### src/core/drt_pkg.sv
`default_nettype none
package drt_pkg;
	// =====================================================
	// clock and sample timing
	localparam int CLK_HZ = 20_000_000; // system clock rate
	localparam int RATE_MAX_HZ = 3200; // fastest sample rate
	localparam int SAMPLE_DIV_3200 = CLK_HZ / RATE_MAX_HZ; // clocks per fastest sample
	localparam int REC_SAMPLES = 2048; // samples per record at every rate
	localparam logic [6:0] MAX_RECORDS = 7'h7f; // stored record limit
	localparam logic [12:0] DUR_400_MS = 13'h1400; // record length at slowest rate
	// =====================================================
	// reset values and limits
	localparam logic [1:0] RATE_RESET = 2'h2; // 1600 samples per second
	localparam logic [6:0] PRE_RESET_PCT = 7'h19; // pre-trigger share
	localparam logic [6:0] PRE_MAX_PCT = 7'h64; // whole record
	localparam logic [17:0] PCT_DIVISOR = 18'h00064; // percent scale
	// =====================================================
	// register byte offsets
	localparam logic [7:0] REG_CTRL = 8'h00; // rate, pretrigger, trip and pickup enables
	localparam logic [7:0] REG_DO_EN = 8'h04; // output trigger enables
	localparam logic [7:0] REG_DI_EN = 8'h08; // input trigger enables
	localparam logic [7:0] REG_DI_POL = 8'h0c; // input polarity, 1 inverts
	localparam logic [7:0] REG_STATUS = 8'h10; // count, full, state, duration
	localparam logic [7:0] REG_CAUSE = 8'h14; // sources of the last trigger
	localparam logic [7:0] REG_FUNC_EN = 8'h18; // enabled function mask
	// =====================================================
	// field positions
	localparam int CTRL_RATE_LSB = 0; // two bits
	localparam int CTRL_TRIP_BIT = 2;
	localparam int CTRL_PICK_BIT = 3;
	localparam int CTRL_PRE_LSB = 8; // seven bits
	localparam int CTRL_CLR_BIT = 31; // write one clears stored records
	localparam logic [1:0] RESP_OKAY = 2'h0;
	localparam logic [1:0] RESP_SLVERR = 2'h2;
	// =====================================================
	// types
	typedef enum logic [1:0] {
		DRT_FILL = 2'b00, // gathering pre-trigger samples
		DRT_ARMED = 2'b01, // waiting for a trigger
		DRT_POST = 2'b11, // capturing after the trigger
		DRT_CLOSE = 2'b10 // closing the record
	} drt_state_t;
	typedef struct packed {
		logic [3:0][15:0] analog; // four measurement channels
		logic [15:0] func; // enabled function signals
		logic [7:0] dout; // output activation, active high
		logic [9:0] din; // discrete inputs, active high
		logic trip; // any trip
		logic pickup; // any pickup
	} drt_sample_t;
	typedef struct packed {
		logic wr; // one-cycle write strobe
		logic [6:0] slot; // record slot
		logic [10:0] addr; // ring position in slot
		drt_sample_t data;
	} drt_store_t;
	typedef struct packed {
		logic done; // one-cycle record complete
		logic [6:0] slot;
		logic [10:0] first_addr; // oldest sample of the record
		logic [10:0] trig_addr; // sample at trigger instant
		logic [1:0] rate; // rate the record was taken at
	} drt_close_t;
endpackage
`default_nettype wire

### src/core/drt_din_sync.sv
`default_nettype none
module drt_din_sync (
	input wire logic clk,
	input wire logic rst_n,
	input wire logic [9:0] discrete_input_line,
	input wire logic [9:0] polarity,
	output logic [9:0] level
);
	// =====================================================
	// three-stage synchroniser with agreement filter
	typedef struct packed {
		logic [9:0] s1; // metastable stage, read only by s2
		logic [9:0] s2;
		logic [9:0] s3;
		logic [9:0] level; // filtered, active-high level
	} drt_sync_t;
	drt_sync_t st;
	drt_sync_t next_st;

	// next state: a change counts once s2 and s3 agree
	always_comb begin
		next_st = st;
		next_st.s1 = discrete_input_line;
		next_st.s2 = st.s1;
		next_st.s3 = st.s2;
		for (int i = 0; i < 10; i++) begin
			if (st.s2[i] == st.s3[i]) begin
				next_st.level[i] = st.s2[i] ^ polarity[i];
			end
		end
	end

	// registered state
	always_ff @(posedge clk) begin
		if (!rst_n) begin
			st <= '0;
		end else begin
			st <= next_st;
		end
	end

	assign level = st.level;
endmodule
`default_nettype wire

### src/core/drt_recorder.sv
// Summary of operation
// sample rate 400/800/1600/3200, default 1600
// duration follows rate, read only
// pretrigger share 0..100 percent, default 25
// trip enable starts recording, default off
// pickup enable starts recording, default off
// eight output trigger enables
// ten input trigger enables
// at most 127 records, time ordered
// record holds analog channels and binary signals
// stored input and output states active high
// OR triggers, ring pretrigger, capture full length
//
// Added by the designer: the AXI4-Lite slave port and the placing of the registers.
`default_nettype none
module drt_recorder #(
	parameter int SAMPLE_DIV = drt_pkg::SAMPLE_DIV_3200
) (
	input wire logic clk,
	input wire logic rst_n,
	input wire logic [7:0] s_axi_awaddr,
	input wire logic s_axi_awvalid,
	output logic s_axi_awready,
	input wire logic [31:0] s_axi_wdata,
	input wire logic [3:0] s_axi_wstrb,
	input wire logic s_axi_wvalid,
	output logic s_axi_wready,
	output logic [1:0] s_axi_bresp,
	output logic s_axi_bvalid,
	input wire logic s_axi_bready,
	input wire logic [7:0] s_axi_araddr,
	input wire logic s_axi_arvalid,
	output logic s_axi_arready,
	output logic [31:0] s_axi_rdata,
	output logic [1:0] s_axi_rresp,
	output logic s_axi_rvalid,
	input wire logic s_axi_rready,
	input wire logic [15:0] trip_sig,
	input wire logic [15:0] pickup_sig,
	input wire logic [15:0] func_sig,
	input wire logic [7:0] dout_drive,
	input wire logic [9:0] discrete_input_line,
	input wire logic [3:0][15:0] analog_ch,
	output drt_pkg::drt_store_t rec_store,
	output drt_pkg::drt_close_t rec_close
);
	// =====================================================
	// state
	typedef drt_pkg::drt_state_t drt_state_t;
	typedef struct packed {
		logic aw_ok; // write address held
		logic [7:0] aw_addr;
		logic w_ok; // write data held
		logic [31:0] wdata;
		logic [3:0] wstrb;
		logic bvalid;
		logic [1:0] bresp;
		logic rvalid;
		logic [31:0] rdata;
		logic [1:0] rresp;
		logic [1:0] rate; // sample rate select
		logic trip_en;
		logic pick_en;
		logic [6:0] pre_pct; // pretrigger percent
		logic [7:0] do_en;
		logic [9:0] di_en;
		logic [9:0] di_pol;
		logic [15:0] func_en;
		logic [15:0] div_cnt; // fastest-rate divider
		logic [2:0] sub; // slower-rate subdivider
		logic prev_trip;
		logic prev_pick;
		logic [7:0] prev_do;
		logic [9:0] prev_di;
		logic [19:0] pend; // triggers seen since last sample
		logic [19:0] last_cause;
		drt_state_t fsm;
		logic [10:0] wr_addr; // ring write position
		logic [11:0] fill; // samples held before trigger
		logic [11:0] post_left; // samples still to capture
		logic [11:0] rec_pre; // pretrigger samples of this record
		logic [10:0] trig_addr;
		logic [6:0] count; // stored records
		drt_pkg::drt_store_t store;
		drt_pkg::drt_close_t close;
	} drt_reg_t;
	drt_reg_t st;
	drt_reg_t next_st;

	// =====================================================
	// discrete inputs from pins
	logic [9:0] din_level; // synchronised, active high

	drt_din_sync u_sync (
		.clk(clk),
		.rst_n(rst_n),
		.discrete_input_line(discrete_input_line),
		.polarity(st.di_pol),
		.level(din_level)
	);

	// =====================================================
	// combinational helpers
	logic trip_any; // any trip present
	logic pick_any; // any pickup present
	logic [19:0] cause_now; // rising edges of enabled sources
	logic [19:0] cause_all; // pending plus current
	logic tick3200; // fastest-rate enable
	logic sample_tick; // selected-rate enable
	logic [17:0] pre_prod;
	logic [11:0] pre_n; // pretrigger samples from percent
	logic [11:0] post_n; // samples from trigger to end
	logic full; // record store exhausted
	logic trig; // accepted trigger at this sample
	logic [12:0] dur_ms; // reported duration
	logic [31:0] wmerged; // write data merged by strobes
	logic [31:0] rd_val;
	logic rd_hit;
	logic wr_hit;
	drt_pkg::drt_sample_t smp;

	// byte-lane merge for partial writes
	function automatic logic [31:0] drt_merge(input logic [31:0] old, input logic [31:0] nw,
			input logic [3:0] strb);
		logic [31:0] res;
		res = old;
		for (int b = 0; b < 4; b++) begin
			if (strb[b]) begin
				res[b*8 +: 8] = nw[b*8 +: 8];
			end
		end
		return res;
	endfunction

	// trigger sources, sample timing and data word
	always_comb begin
		trip_any = |trip_sig;
		pick_any = |pickup_sig;
		// edge-sensitive: a standing signal starts one record only
		cause_now = {st.di_en & din_level & ~st.prev_di,
			st.do_en & dout_drive & ~st.prev_do,
			st.pick_en & pick_any & ~st.prev_pick,
			st.trip_en & trip_any & ~st.prev_trip};
		cause_all = st.pend | cause_now;
		tick3200 = (st.div_cnt == 16'(SAMPLE_DIV - 1));
		sample_tick = tick3200 && ((st.sub & (3'h7 >> st.rate)) == 3'h0);
		pre_prod = {st.pre_pct, 11'h000};
		pre_n = 12'(pre_prod / drt_pkg::PCT_DIVISOR);
		post_n = 12'(drt_pkg::REC_SAMPLES) - pre_n;
		full = (st.count == drt_pkg::MAX_RECORDS);
		trig = sample_tick && (|cause_all) && (st.fsm == drt_pkg::DRT_ARMED) && !full;
		dur_ms = drt_pkg::DUR_400_MS >> st.rate;
		smp.analog = analog_ch;
		smp.func = func_sig & st.func_en;
		smp.dout = dout_drive;
		smp.din = din_level;
		smp.trip = trip_any;
		smp.pickup = pick_any;
	end

	// register read decode
	always_comb begin
		rd_hit = 1'b1;
		rd_val = 32'h0;
		case (s_axi_araddr)
			drt_pkg::REG_CTRL: begin
				rd_val = {17'h0, st.pre_pct, 4'h0, st.pick_en, st.trip_en, st.rate};
			end
			drt_pkg::REG_DO_EN: begin
				rd_val = {24'h0, st.do_en};
			end
			drt_pkg::REG_DI_EN: begin
				rd_val = {22'h0, st.di_en};
			end
			drt_pkg::REG_DI_POL: begin
				rd_val = {22'h0, st.di_pol};
			end
			drt_pkg::REG_STATUS: begin
				rd_val = {3'h0, dur_ms, 6'h0, st.fsm, full, st.count};
			end
			drt_pkg::REG_CAUSE: begin
				rd_val = {12'h0, st.last_cause};
			end
			drt_pkg::REG_FUNC_EN: begin
				rd_val = {16'h0, st.func_en};
			end
			default: begin
				rd_hit = 1'b0; // unmapped answers slave error
			end
		endcase
	end

	// =====================================================
	// next-state logic
	always_comb begin
		next_st = st;
		wr_hit = 1'b1;
		wmerged = 32'h0;
		next_st.store.wr = 1'b0;
		next_st.close.done = 1'b0;
		// bus write: address and data taken in either order
		if (s_axi_awvalid && s_axi_awready) begin
			next_st.aw_ok = 1'b1;
			next_st.aw_addr = s_axi_awaddr;
		end
		if (s_axi_wvalid && s_axi_wready) begin
			next_st.w_ok = 1'b1;
			next_st.wdata = s_axi_wdata;
			next_st.wstrb = s_axi_wstrb;
		end
		if (st.bvalid && s_axi_bready) begin
			next_st.bvalid = 1'b0;
		end
		// register write commit and record clear; a record closing this cycle still counts
		if (st.aw_ok && st.w_ok && !st.bvalid) begin
			next_st.aw_ok = 1'b0;
			next_st.w_ok = 1'b0;
			next_st.bvalid = 1'b1;
			case (st.aw_addr)
				drt_pkg::REG_CTRL: begin
					wmerged = drt_merge({17'h0, st.pre_pct, 4'h0, st.pick_en, st.trip_en,
						st.rate}, st.wdata, st.wstrb);
					next_st.rate = wmerged[drt_pkg::CTRL_RATE_LSB +: 2];
					next_st.trip_en = wmerged[drt_pkg::CTRL_TRIP_BIT];
					next_st.pick_en = wmerged[drt_pkg::CTRL_PICK_BIT];
					// out-of-range percent is held at the whole record
					if (wmerged[drt_pkg::CTRL_PRE_LSB +: 7] > drt_pkg::PRE_MAX_PCT) begin
						next_st.pre_pct = drt_pkg::PRE_MAX_PCT;
					end else begin
						next_st.pre_pct = wmerged[drt_pkg::CTRL_PRE_LSB +: 7];
					end
					if (st.wstrb[3] && st.wdata[drt_pkg::CTRL_CLR_BIT]) begin
						next_st.count = 7'h0;
					end
				end
				drt_pkg::REG_DO_EN: begin
					wmerged = drt_merge({24'h0, st.do_en}, st.wdata, st.wstrb);
					next_st.do_en = wmerged[7:0];
				end
				drt_pkg::REG_DI_EN: begin
					wmerged = drt_merge({22'h0, st.di_en}, st.wdata, st.wstrb);
					next_st.di_en = wmerged[9:0];
				end
				drt_pkg::REG_DI_POL: begin
					wmerged = drt_merge({22'h0, st.di_pol}, st.wdata, st.wstrb);
					next_st.di_pol = wmerged[9:0];
				end
				drt_pkg::REG_FUNC_EN: begin
					wmerged = drt_merge({16'h0, st.func_en}, st.wdata, st.wstrb);
					next_st.func_en = wmerged[15:0];
				end
				drt_pkg::REG_STATUS, drt_pkg::REG_CAUSE: begin
					wr_hit = 1'b1; // read-only, write ignored
				end
				default: begin
					wr_hit = 1'b0;
				end
			endcase
			next_st.bresp = wr_hit ? drt_pkg::RESP_OKAY : drt_pkg::RESP_SLVERR;
		end
		// bus read: data registered at the address handshake
		if (s_axi_arvalid && s_axi_arready) begin
			next_st.rvalid = 1'b1;
			next_st.rdata = rd_val;
			next_st.rresp = rd_hit ? drt_pkg::RESP_OKAY : drt_pkg::RESP_SLVERR;
		end else if (st.rvalid && s_axi_rready) begin
			next_st.rvalid = 1'b0;
		end
		// sample-rate divider
		if (tick3200) begin
			next_st.div_cnt = 16'h0;
			next_st.sub = st.sub + 3'h1;
		end else begin
			next_st.div_cnt = st.div_cnt + 16'h1;
		end
		// source history for edge detection
		next_st.prev_trip = trip_any;
		next_st.prev_pick = pick_any;
		next_st.prev_do = dout_drive;
		next_st.prev_di = din_level;
		// triggers between samples wait for the next sample
		next_st.pend = sample_tick ? 20'h0 : cause_all;
		// capture sequence
		case (st.fsm)
			drt_pkg::DRT_FILL, drt_pkg::DRT_ARMED: begin
				if (trig) begin
					next_st.trig_addr = st.wr_addr;
					next_st.last_cause = cause_all;
					next_st.rec_pre = pre_n;
					if (post_n == 12'h0) begin
						next_st.fsm = drt_pkg::DRT_CLOSE; // all pre-trigger, nothing more
					end else begin
						next_st.store.wr = 1'b1;
						next_st.wr_addr = st.wr_addr + 11'h1;
						next_st.post_left = post_n - 12'h1;
						next_st.fsm = (post_n == 12'h1) ? drt_pkg::DRT_CLOSE
							: drt_pkg::DRT_POST;
					end
				end else if (sample_tick) begin
					// ring keeps overwriting the oldest pre-trigger sample
					next_st.store.wr = 1'b1;
					next_st.wr_addr = st.wr_addr + 11'h1;
					if (st.fill < 12'(drt_pkg::REC_SAMPLES)) begin
						next_st.fill = st.fill + 12'h1;
					end
				end
				// arm only once the pretrigger share is in the ring
				if (!trig) begin
					next_st.fsm = (st.fill >= pre_n) ? drt_pkg::DRT_ARMED
						: drt_pkg::DRT_FILL;
				end
			end
			drt_pkg::DRT_POST: begin
				if (sample_tick) begin
					next_st.store.wr = 1'b1;
					next_st.wr_addr = st.wr_addr + 11'h1;
					next_st.post_left = st.post_left - 12'h1;
					if (st.post_left == 12'h1) begin
						next_st.fsm = drt_pkg::DRT_CLOSE;
					end
				end
			end
			drt_pkg::DRT_CLOSE: begin
				next_st.close.done = 1'b1;
				next_st.close.slot = st.count;
				next_st.close.trig_addr = st.trig_addr;
				next_st.close.first_addr = st.trig_addr - st.rec_pre[10:0];
				next_st.close.rate = st.rate;
				next_st.count = next_st.count + 7'h1; // added after a same-cycle clear
				next_st.fill = 12'h0;
				next_st.wr_addr = 11'h0;
				next_st.fsm = drt_pkg::DRT_FILL;
			end
			default: begin
				next_st.fsm = drt_pkg::DRT_FILL;
			end
		endcase
		if (next_st.store.wr) begin
			next_st.store.slot = st.count; // slots follow trigger order
			next_st.store.addr = st.wr_addr;
			next_st.store.data = smp;
		end
	end

	// =====================================================
	// registered state
	always_ff @(posedge clk) begin
		if (!rst_n) begin
			st <= '0;
			st.rate <= drt_pkg::RATE_RESET;
			st.pre_pct <= drt_pkg::PRE_RESET_PCT;
			st.func_en <= 16'hffff;
			st.fsm <= drt_pkg::DRT_FILL;
		end else begin
			st <= next_st;
		end
	end

	// =====================================================
	// outputs
	assign s_axi_awready = !st.aw_ok && !st.bvalid;
	assign s_axi_wready = !st.w_ok && !st.bvalid;
	assign s_axi_bvalid = st.bvalid;
	assign s_axi_bresp = st.bresp;
	assign s_axi_arready = !st.rvalid;
	assign s_axi_rvalid = st.rvalid;
	assign s_axi_rdata = st.rdata;
	assign s_axi_rresp = st.rresp;
	assign rec_store = st.store;
	assign rec_close = st.close;
endmodule
`default_nettype wire

### config.mk
export PLATFORM = sky130hd
export DESIGN_NAME = drt_recorder
export DESIGN_NICKNAME = d
export VERILOG_FILES = /design/src/core/drt_pkg.sv /design/src/core/drt_din_sync.sv /design/src/core/drt_recorder.sv
export SDC_FILE = /design/constraint.sdc
export NUM_CORES = 1
export LEC_CHECK = 0
export BUFFER_PORTS_ARGS = -buffer_cell sky130_fd_sc_hd__buf_4
export CAP_MARGIN = 20
export CORE_ASPECT_RATIO = 0.75
export CORE_UTILIZATION = 57
export DETAILED_ROUTE_END_ITERATION = 6
export PLACE_DENSITY = 0.81
export SLEW_MARGIN = 20
export SYNTH_ARGS = -nofsm -noshare
export SYNTH_HDL_FRONTEND = slang
export SYNTH_HIERARCHICAL = 1
export SYNTH_SLANG_ARGS = --single-unit
### constraint.sdc
create_clock -name clk -period 22.8 [get_ports clk]
set_input_delay 4.56 -clock clk [delete_from_list [all_inputs] [get_ports clk]]
set_output_delay 4.56 -clock clk [all_outputs]
set_load 0.01 [all_outputs]
==> run_results.csv, run 1 <==
group,metric,value,unit
placed_design,finalWeightedCongestion,0.953,
logic_synthesis,yosysWarnings,6,
timing,rsz0062_at_grt,"no",
min_path,hold_end,"u_sync/next_st[10]$_SDFF_PN0_",
worst_setup_path,slowest_stage,"dfxtp_1",
logic_synthesis,ys_types,109,
worst_setup_path,max_stage_delay,0.72,ns
layout,nets,3197,
clock_tree,cts_hold_buf,0,
layout,drive_above_1_share,17.3,%
timing,worstMarginPinSlew,1.18,ns
timing,finalCritPeriodShare,93.1,%
floorplan,initial_core_util,58.5,%
placed_design,pre_cts_ws,1.77,ns
power,p_leak,10.0,nW
timing,fin_crit,21.22,ns
timing,slew_headroom,20.9,%
logic_synthesis,synth_top_cell_by_area,"dfxtp_1",
power,power_density,77.8,nW/um2
logic_synthesis,synth_cells,2899,
placed_design,dpl.hpwl,49200,um
floorplan,die_area,41900,um2
drt,remaining_drc_errors,0,
floorplan,die_y,177,um
worst_setup_path,critPathCaptureType,"flip-flop",
worst_setup_path,reg2reg_slack,1.58,ns
drt,vias,21800,
drt,dr.pass1.iters,7,
worst_setup_path,startpoint,"pre_prod[13]$_SDFFE_PN0P_",
drt,drtAntennaViolNets,0,
worst_setup_path,r2r-end,"rec_store[23]$_SDFFE_PN0P_",
floorplan,core,40000,um2
global_routing,grt_first_pass_wirelength,107000,um
timing,slew_viol_final,0,
global_routing,use_met2,49.1,%
clock_tree,cts_setup_buffers,0,
worst_setup_path,arrival,21.68,ns
logic_synthesis,avgSynthCellArea,8.07,um2
layout,diodes,0,
clock_tree,clockBufferDepth,3,
global_routing,grt_overflow_total,0,
clock_tree,clkLatencyLatePin,0.56,ns
drt,wl_per_cell,19.9,um
clock_tree,cts_buffers,43,
job,drv_cap,0,
timing,setup_violations,0,
clock_tree,cts_tree,"built",
drt,first_iter_violations,2376,
logic_synthesis,postSynthRegisterBits,451,
timing,timing.final.ws_setup,1.58,ns
clock_tree,cts.sinks,451,
global_routing,antenna_found_initial,0,
logic_synthesis,yosys-top-cells-area,"dfxtp_1, buf_4, a21oi_1",
worst_setup_path,cp.required,23.26,ns
global_routing,track_usage,31.4,%
logic_synthesis,synth_top_area_share,38.6,%
layout,final_cell_mix,"dfxtp_1, buf_4, nand2_1",
global_routing,grt.met1_usage,43.6,%
worst_setup_path,reg2reg_from,"pre_prod[13]$_SDFFE_PN0P_",
timing,fmax,0.0471,GHz
logic_synthesis,synth-edff-count,0,
clock_tree,clockRootBuffer,"clkbuf_16",
timing,worst_clock_skew,0.0240,ns
min_path,hp-class,"flip-flop to flip-flop",
clock_tree,cts_resized,0,
global_routing,grt_max_degree,208,
timing,hold_viol_final,0,
global_routing,first_global_vias,19700,
outcome,outcome,"finished clean",
logic_synthesis,synth_ff_type,"dfxtp_1",
global_routing,use_met3,5.82,%
worst_setup_path,r2r_cells,75,
logic_synthesis,seq_area_frac_synth,38.6,%
placed_design,port_buffers,356,
timing,tns,0,ns
drt,drt-total-wl,69900,um
drt,via_per_inst,6.21,
min_path,worstHoldStart,"u_sync/next_st[20]$_SDFF_PN0_",
layout,areaGrowthSynthToFinish,11.8,%
worst_setup_path,worst-path-max-fanout,81,
global_routing,busiest_layer,"met2",
clock_tree,clk_pin_slew,0.06,ns
min_path,min_path_cells,1,
power,vdd_drop_max,0.0526,mV
logic_synthesis,syn-cell-area,23400,um2
worst_setup_path,crit_type,"flip-flop to flip-flop",
layout,layout_commonest_cell,"dfxtp_1",
floorplan,ioPinCount,381,
floorplan,die_w,236,um
floorplan,rows,63,
worst_setup_path,cp-start-kind,"flip-flop",
logic_synthesis,postSynth.asyncResetShare,0,%
clock_tree,cts_max_level,2,
## per-stage QoR
step,util (%),hold WS (ns),area [um2],total power (W),std cells
2_1_floorplan,-,0.412,23400,0.00120,2906
3_3_place_gp,61.8,0.414,24700,0.00132,3428
3_5_place_dp,61.8,0.420,24700,0.00133,3430
4_1_cts,65.3,0.435,26100,0.00203,3509
5_1_grt,65.4,0.446,26200,0.00212,3511
6_report,65.4,0.432,26200,0.00204,3511
## sequential cells by signal, summed over array words and instances (netlist names)
register        flops
s_axi_rdata        26
u_sync/level       10
s_axi_rresp         1
s_axi_rvalid        1
u_sync/st          10
s_axi_bvalid        1
s_axi_bresp         1
st                223
rec_close          32
rec_store         119
pre_prod            7
u_sync/next_st     20
## how the worst max path moves through the flow
stage,to,cells after the start
2_1_floorplan,st[208]$_SDFFE_PN0P_,83
5_1_grt,rec_store[12]$_SDFFE_PN0P_,75
6_report,rec_store[23]$_SDFFE_PN0P_,75
4_1_cts,rec_store[23]$_SDFFE_PN0P_,74
3_5_place_dp,rec_store[23]$_SDFFE_PN0P_,74
3_3_place_gp,rec_store[22]$_SDFFE_PN0P_,74
## area by class of cell
cell class | count | area, um2
Timing Repair Buffer | 378 | 2880
Clock inverter | 14 | 98.8
Fill cell | 3344 | 13800
Tap cell | 520 | 651
Clock buffer | 65 | 1290
Inverter | 74 | 293
Sequential cell | 451 | 9030
Multi-Input combinational cell | 2009 | 11900
## synthesized netlist by cell type (6+ instances only)
cell type    n
buf_2       27
and4_1      10
a211oi_1    41
xnor2_1     40
a41o_1       7
nand2b_1    26
nor2b_1     14
mux2i_1     49
and2_1      67
o2111ai_1    7
nor3b_1      6
xor2_1      34
a31oi_1     56
or4_1        6
nand4_1     43
buf_4      208
nor4_1      18
inv_2        7
nor2_1     242
and3_1      23
nor3_1      45
clkbuf_1   117
o21a_1       6
or2_2        7
dfxtp_1    451
o21ai_0    114
nand3b_1    12
o22ai_1      6
o32ai_1     11
nand2_1    299
a22oi_1     33
o21ai_1     70
or3_1       14
nand3_1    171
o31ai_1     16
o211ai_1    12
buf_1       17
ha_1        50
inv_1       66
a222oi_1    10
a21o_1      19
mux2_2       7
a21oi_1    287
## where the power goes
| part | internal [W] | total, W | switching, W |
|---|---|---|---|
| clock | 0.000394 | 0.000703 | 0.000309 |
| sequential | 0.000796 | 0.000804 | 0.00000882 |
| combinational | 0.000193 | 0.000528 | 0.000335 |
## logic make-up (layout without fill, tap and decap cells)
group | Yosys count | count (layout) | share of synthesized area, %
AO/OA/AOI/OAI | 782 | 782 | 21.0
AND/OR/NAND/NOR | 1033 | 1033 | 21.4
XOR/XNOR | 74 | 74 | 2.77
buffers and inverters | 446 | 531 | 10.7
other | 1 | 8 | 0.0160
flip-flops | 451 | 451 | 38.6
multiplexers | 61 | 61 | 2.73
adder cells (fa/ha/maj) | 51 | 51 | 2.76
## layer usage
layer / wire length (um) / up-vias / part of all wire (%)
met5: 0 / - / 0
met4: 2090 / 0 / 3.0
li1: - / 10200 / -
met1: 29600 / 10300 / 42
met2: 31300 / 1106 / 45
met3: 6880 / 149 / 9.8
## worst max-delay path, delay by kind of cell (launching register included)
family                     cells  cell delay (ns)
adders and majority gates     10             3.56
muxes                          5             1.46
xor gates and xnor gates       1             0.21
AOI/OAI and AO/OA             17             4.41
and+or+nand+nor               29             6.75
DFF                            1             0.72
buffers and inverters         13             3.88
Power figures use the tool's default switching activity.
==> inputs of run 2 (changes only) <==
PLACE_DENSITY = 0.82   (was 0.81)
SYNTH_HIERARCHICAL = unset   (was 1)
==> run_results.csv, run 2 <==
group,metric,value,unit
timing,fin_crit,20.20,ns
drt,dr.pass1.iters,6,
logic_synthesis,synth_top_area_share,40.2,%
floorplan,die_w,231,um
worst_setup_path,slowest_stage,"dfxtp_1",
logic_synthesis,yosys-top-cells-area,"dfxtp_1, nand2_1, a21oi_1",
timing,slew_headroom,23.8,%
timing,timing.final.ws_setup,2.60,ns
placed_design,dp_cells,3332,
power,power_density,74.6,nW/um2
layout,regMostFlops,"st",
layout,final_cells,3411,
outcome,outcome,"finished clean",
drt,drtAntennaViolNets,0,
drt,via_per_inst,5.94,
clock_tree,cts_hold_buf,0,
layout,nets,3104,
worst_setup_path,startpoint,"pre_prod[17]$_SDFFE_PN0P_",
min_path,worstHoldStart,"u_sync.next_st[27]$_SDFF_PN0_",
timing,setup_violations,0,
worst_setup_path,critPathCaptureType,"flip-flop",
logic_synthesis,avgSynthCellArea,8.11,um2
layout,fillers,3110,
worst_setup_path,cp-start-kind,"flip-flop",
global_routing,first_global_vias,18700,
placed_design,finalWeightedCongestion,0.877,
logic_synthesis,seq_area_frac_synth,40.2,%
floorplan,die_area,40200,um2
floorplan,die_y,174,um
layout,largest_reg_flops,223,
placed_design,dpl.hpwl,45000,um
layout,layout_commonest_cell,"nand2_1",
global_routing,grt_overflow_total,0,
clock_tree,cts_buffers,43,
worst_setup_path,reg2reg_from,"pre_prod[17]$_SDFFE_PN0P_",
clock_tree,clockRootBuffer,"clkbuf_16",
clock_tree,clockBufferDepth,3,
timing,whs,0.438,ns
global_routing,track_usage,30.4,%
drt,wl_met2,28900,um
logic_synthesis,synth_cells,2767,
logic_synthesis,syn-cell-area,22400,um2
clock_tree,cts_tree,"built",
floorplan,initial_core_util,58.2,%
drt,drt-met1-wl,27800,um
drt,wl_per_cell,18.5,um
drt,vias,20200,
drt,remaining_drc_errors,0,
logic_synthesis,postSynth.asyncResetShare,0,%
layout,multi_input_area,11100,um2
floorplan,rows,62,
timing,worst_clock_skew,0.0215,ns
timing,hold_viol_final,0,
floorplan,core,38600,um2
clock_tree,cts_setup_buffers,0,
layout,areaGrowthSynthToFinish,13.2,%
logic_synthesis,synth-edff-count,0,
logic_synthesis,yosysWarnings,0,
drt,drt-total-wl,63200,um
worst_setup_path,path_delay_family,"compound AO/OA/AOI/OAI gates",
clock_tree,clk_pin_slew,0.06,ns
drt,highest-signal-layer,"met4",
timing,tns,0,ns
placed_design,pre_cts_ws,3.07,ns
logic_synthesis,synth_top_cell_by_area,"dfxtp_1",
job,drv_cap,0,
placed_design,port_buffers,356,
drt,dr_wl_met3,4650,um
timing,worstMarginPinSlew,1.14,ns
clock_tree,clkLatencyLatePin,0.58,ns
clock_tree,cts_resized,0,
power,p_leak,9.64,nW
power,vdd_drop_max,0.0555,mV
drt,first_iter_violations,1880,
logic_synthesis,synth_ff_type,"dfxtp_1",
worst_setup_path,max_stage_delay,0.82,ns
min_path,hp-class,"flip-flop to flip-flop",
timing,rsz0062_at_grt,"no",
logic_synthesis,postSynthRegisterBits,451,
logic_synthesis,netlist_top_cells_count,"nand2_1, dfxtp_1, a21oi_1",
worst_setup_path,worst-path-max-fanout,86,
layout,drive_above_1_share,17.3,%
timing,fmax,0.0495,GHz
timing,slew_viol_final,0,
worst_setup_path,cp_common_cell,"ha_1",
logic_synthesis,ys_types,111,
worst_setup_path,cp.required,23.28,ns
logic_synthesis,synth.most_common_cell,"nand2_1",
floorplan,ioPinCount,381,
global_routing,grt_max_degree,157,
layout,regArea,9030,um2
clock_tree,cts.sinks,451,
worst_setup_path,worst-path-buf-inv,11,
timing,finalCritPeriodShare,88.6,%
global_routing,grt_first_pass_wirelength,100000,um
clock_tree,cts_max_level,2,
global_routing,antenna_found_initial,1,
worst_setup_path,arrival,20.67,ns
layout,final_cell_mix,"nand2_1, dfxtp_1, buf_4",
worst_setup_path,crit_type,"flip-flop to flip-flop",
## run 2: cell types whose count changed after synthesis, moves of 14 or more
cell      delta
clkbuf_1    -25
a31oi_1     -16
nor3_1      -18
nand3_1     -90
buf_4       -14
o21ai_0     -54
a21oi_1     +14
o21ai_1     -64
nand2_1    +188
## run 2: final timing paths
check	depth (start not counted)	slack, ns	to
worst max-delay path	71	2.60	rec_store[24]$_SDFFE_PN0P_
worst min-delay path	1	0.44	u_sync.next_st[17]$_SDFF_PN0_
worst max register to register	71	2.60	rec_store[24]$_SDFFE_PN0P_
worst min register to register	1	0.44	u_sync.next_st[17]$_SDFF_PN0_
## run 2: routing by layer
layer | track usage (%) | up-vias
met5 | 0 | -
met2 | 48.3 | 876
met4 | 9.93 | 0
met3 | 4.79 | 138
li1 | - | 9621
met1 | 42.0 | 9611
## run 2: worst register-to-register path: cells and delay by family, from the launching register on
kind / cells / cell delay, ns
flops: 1 / 0.82
fa+ha+maj: 10 / 3.64
simple gates: 28 / 5.52
mux: 3 / 0.90
compound gates: 19 / 5.87
buf+inv: 11 / 3.33
## run 2: cell families after synthesis
family / after synthesis / share of synthesized area [%]
buf+inv: 409 / 10.6
mux: 67 / 3.05
flops: 451 / 40.2
fa+ha+maj: 50 / 2.82
simple gates: 1066 / 21.7
other cells: 1 / 0.0167
compound gates: 657 / 18.9
xor+xnor: 66 / 2.61
## run 2: through the flow
step	util (%)	total power [W]	cell area (um2)
2_1_floorplan	-	0.00106	22500
3_3_place_gp	62.0	0.00114	23900
3_5_place_dp	62.0	0.00114	23900
4_1_cts	65.9	0.00189	25400
5_1_grt	65.9	0.00197	25400
6_report	65.9	0.00190	25400
## run 2: power by group
group,internal [W],leakage (nW),total (W),switching [W]
registers,0.000795,3.65,0.000804,0.00000845
clock network,0.000436,0.722,0.000759,0.000323
logic,0.000126,5.28,0.000333,0.000206
## run 2: area by class of cell
class	count	area share, %
multi-input cells	1914	43.7
flip-flops and latches	451	35.5
repair buffers	375	11.1
clock buffers	55	4.61
well taps	512	2.52
clock inverters	23	1.29
inverters	80	1.22
diodes	1	0.00985
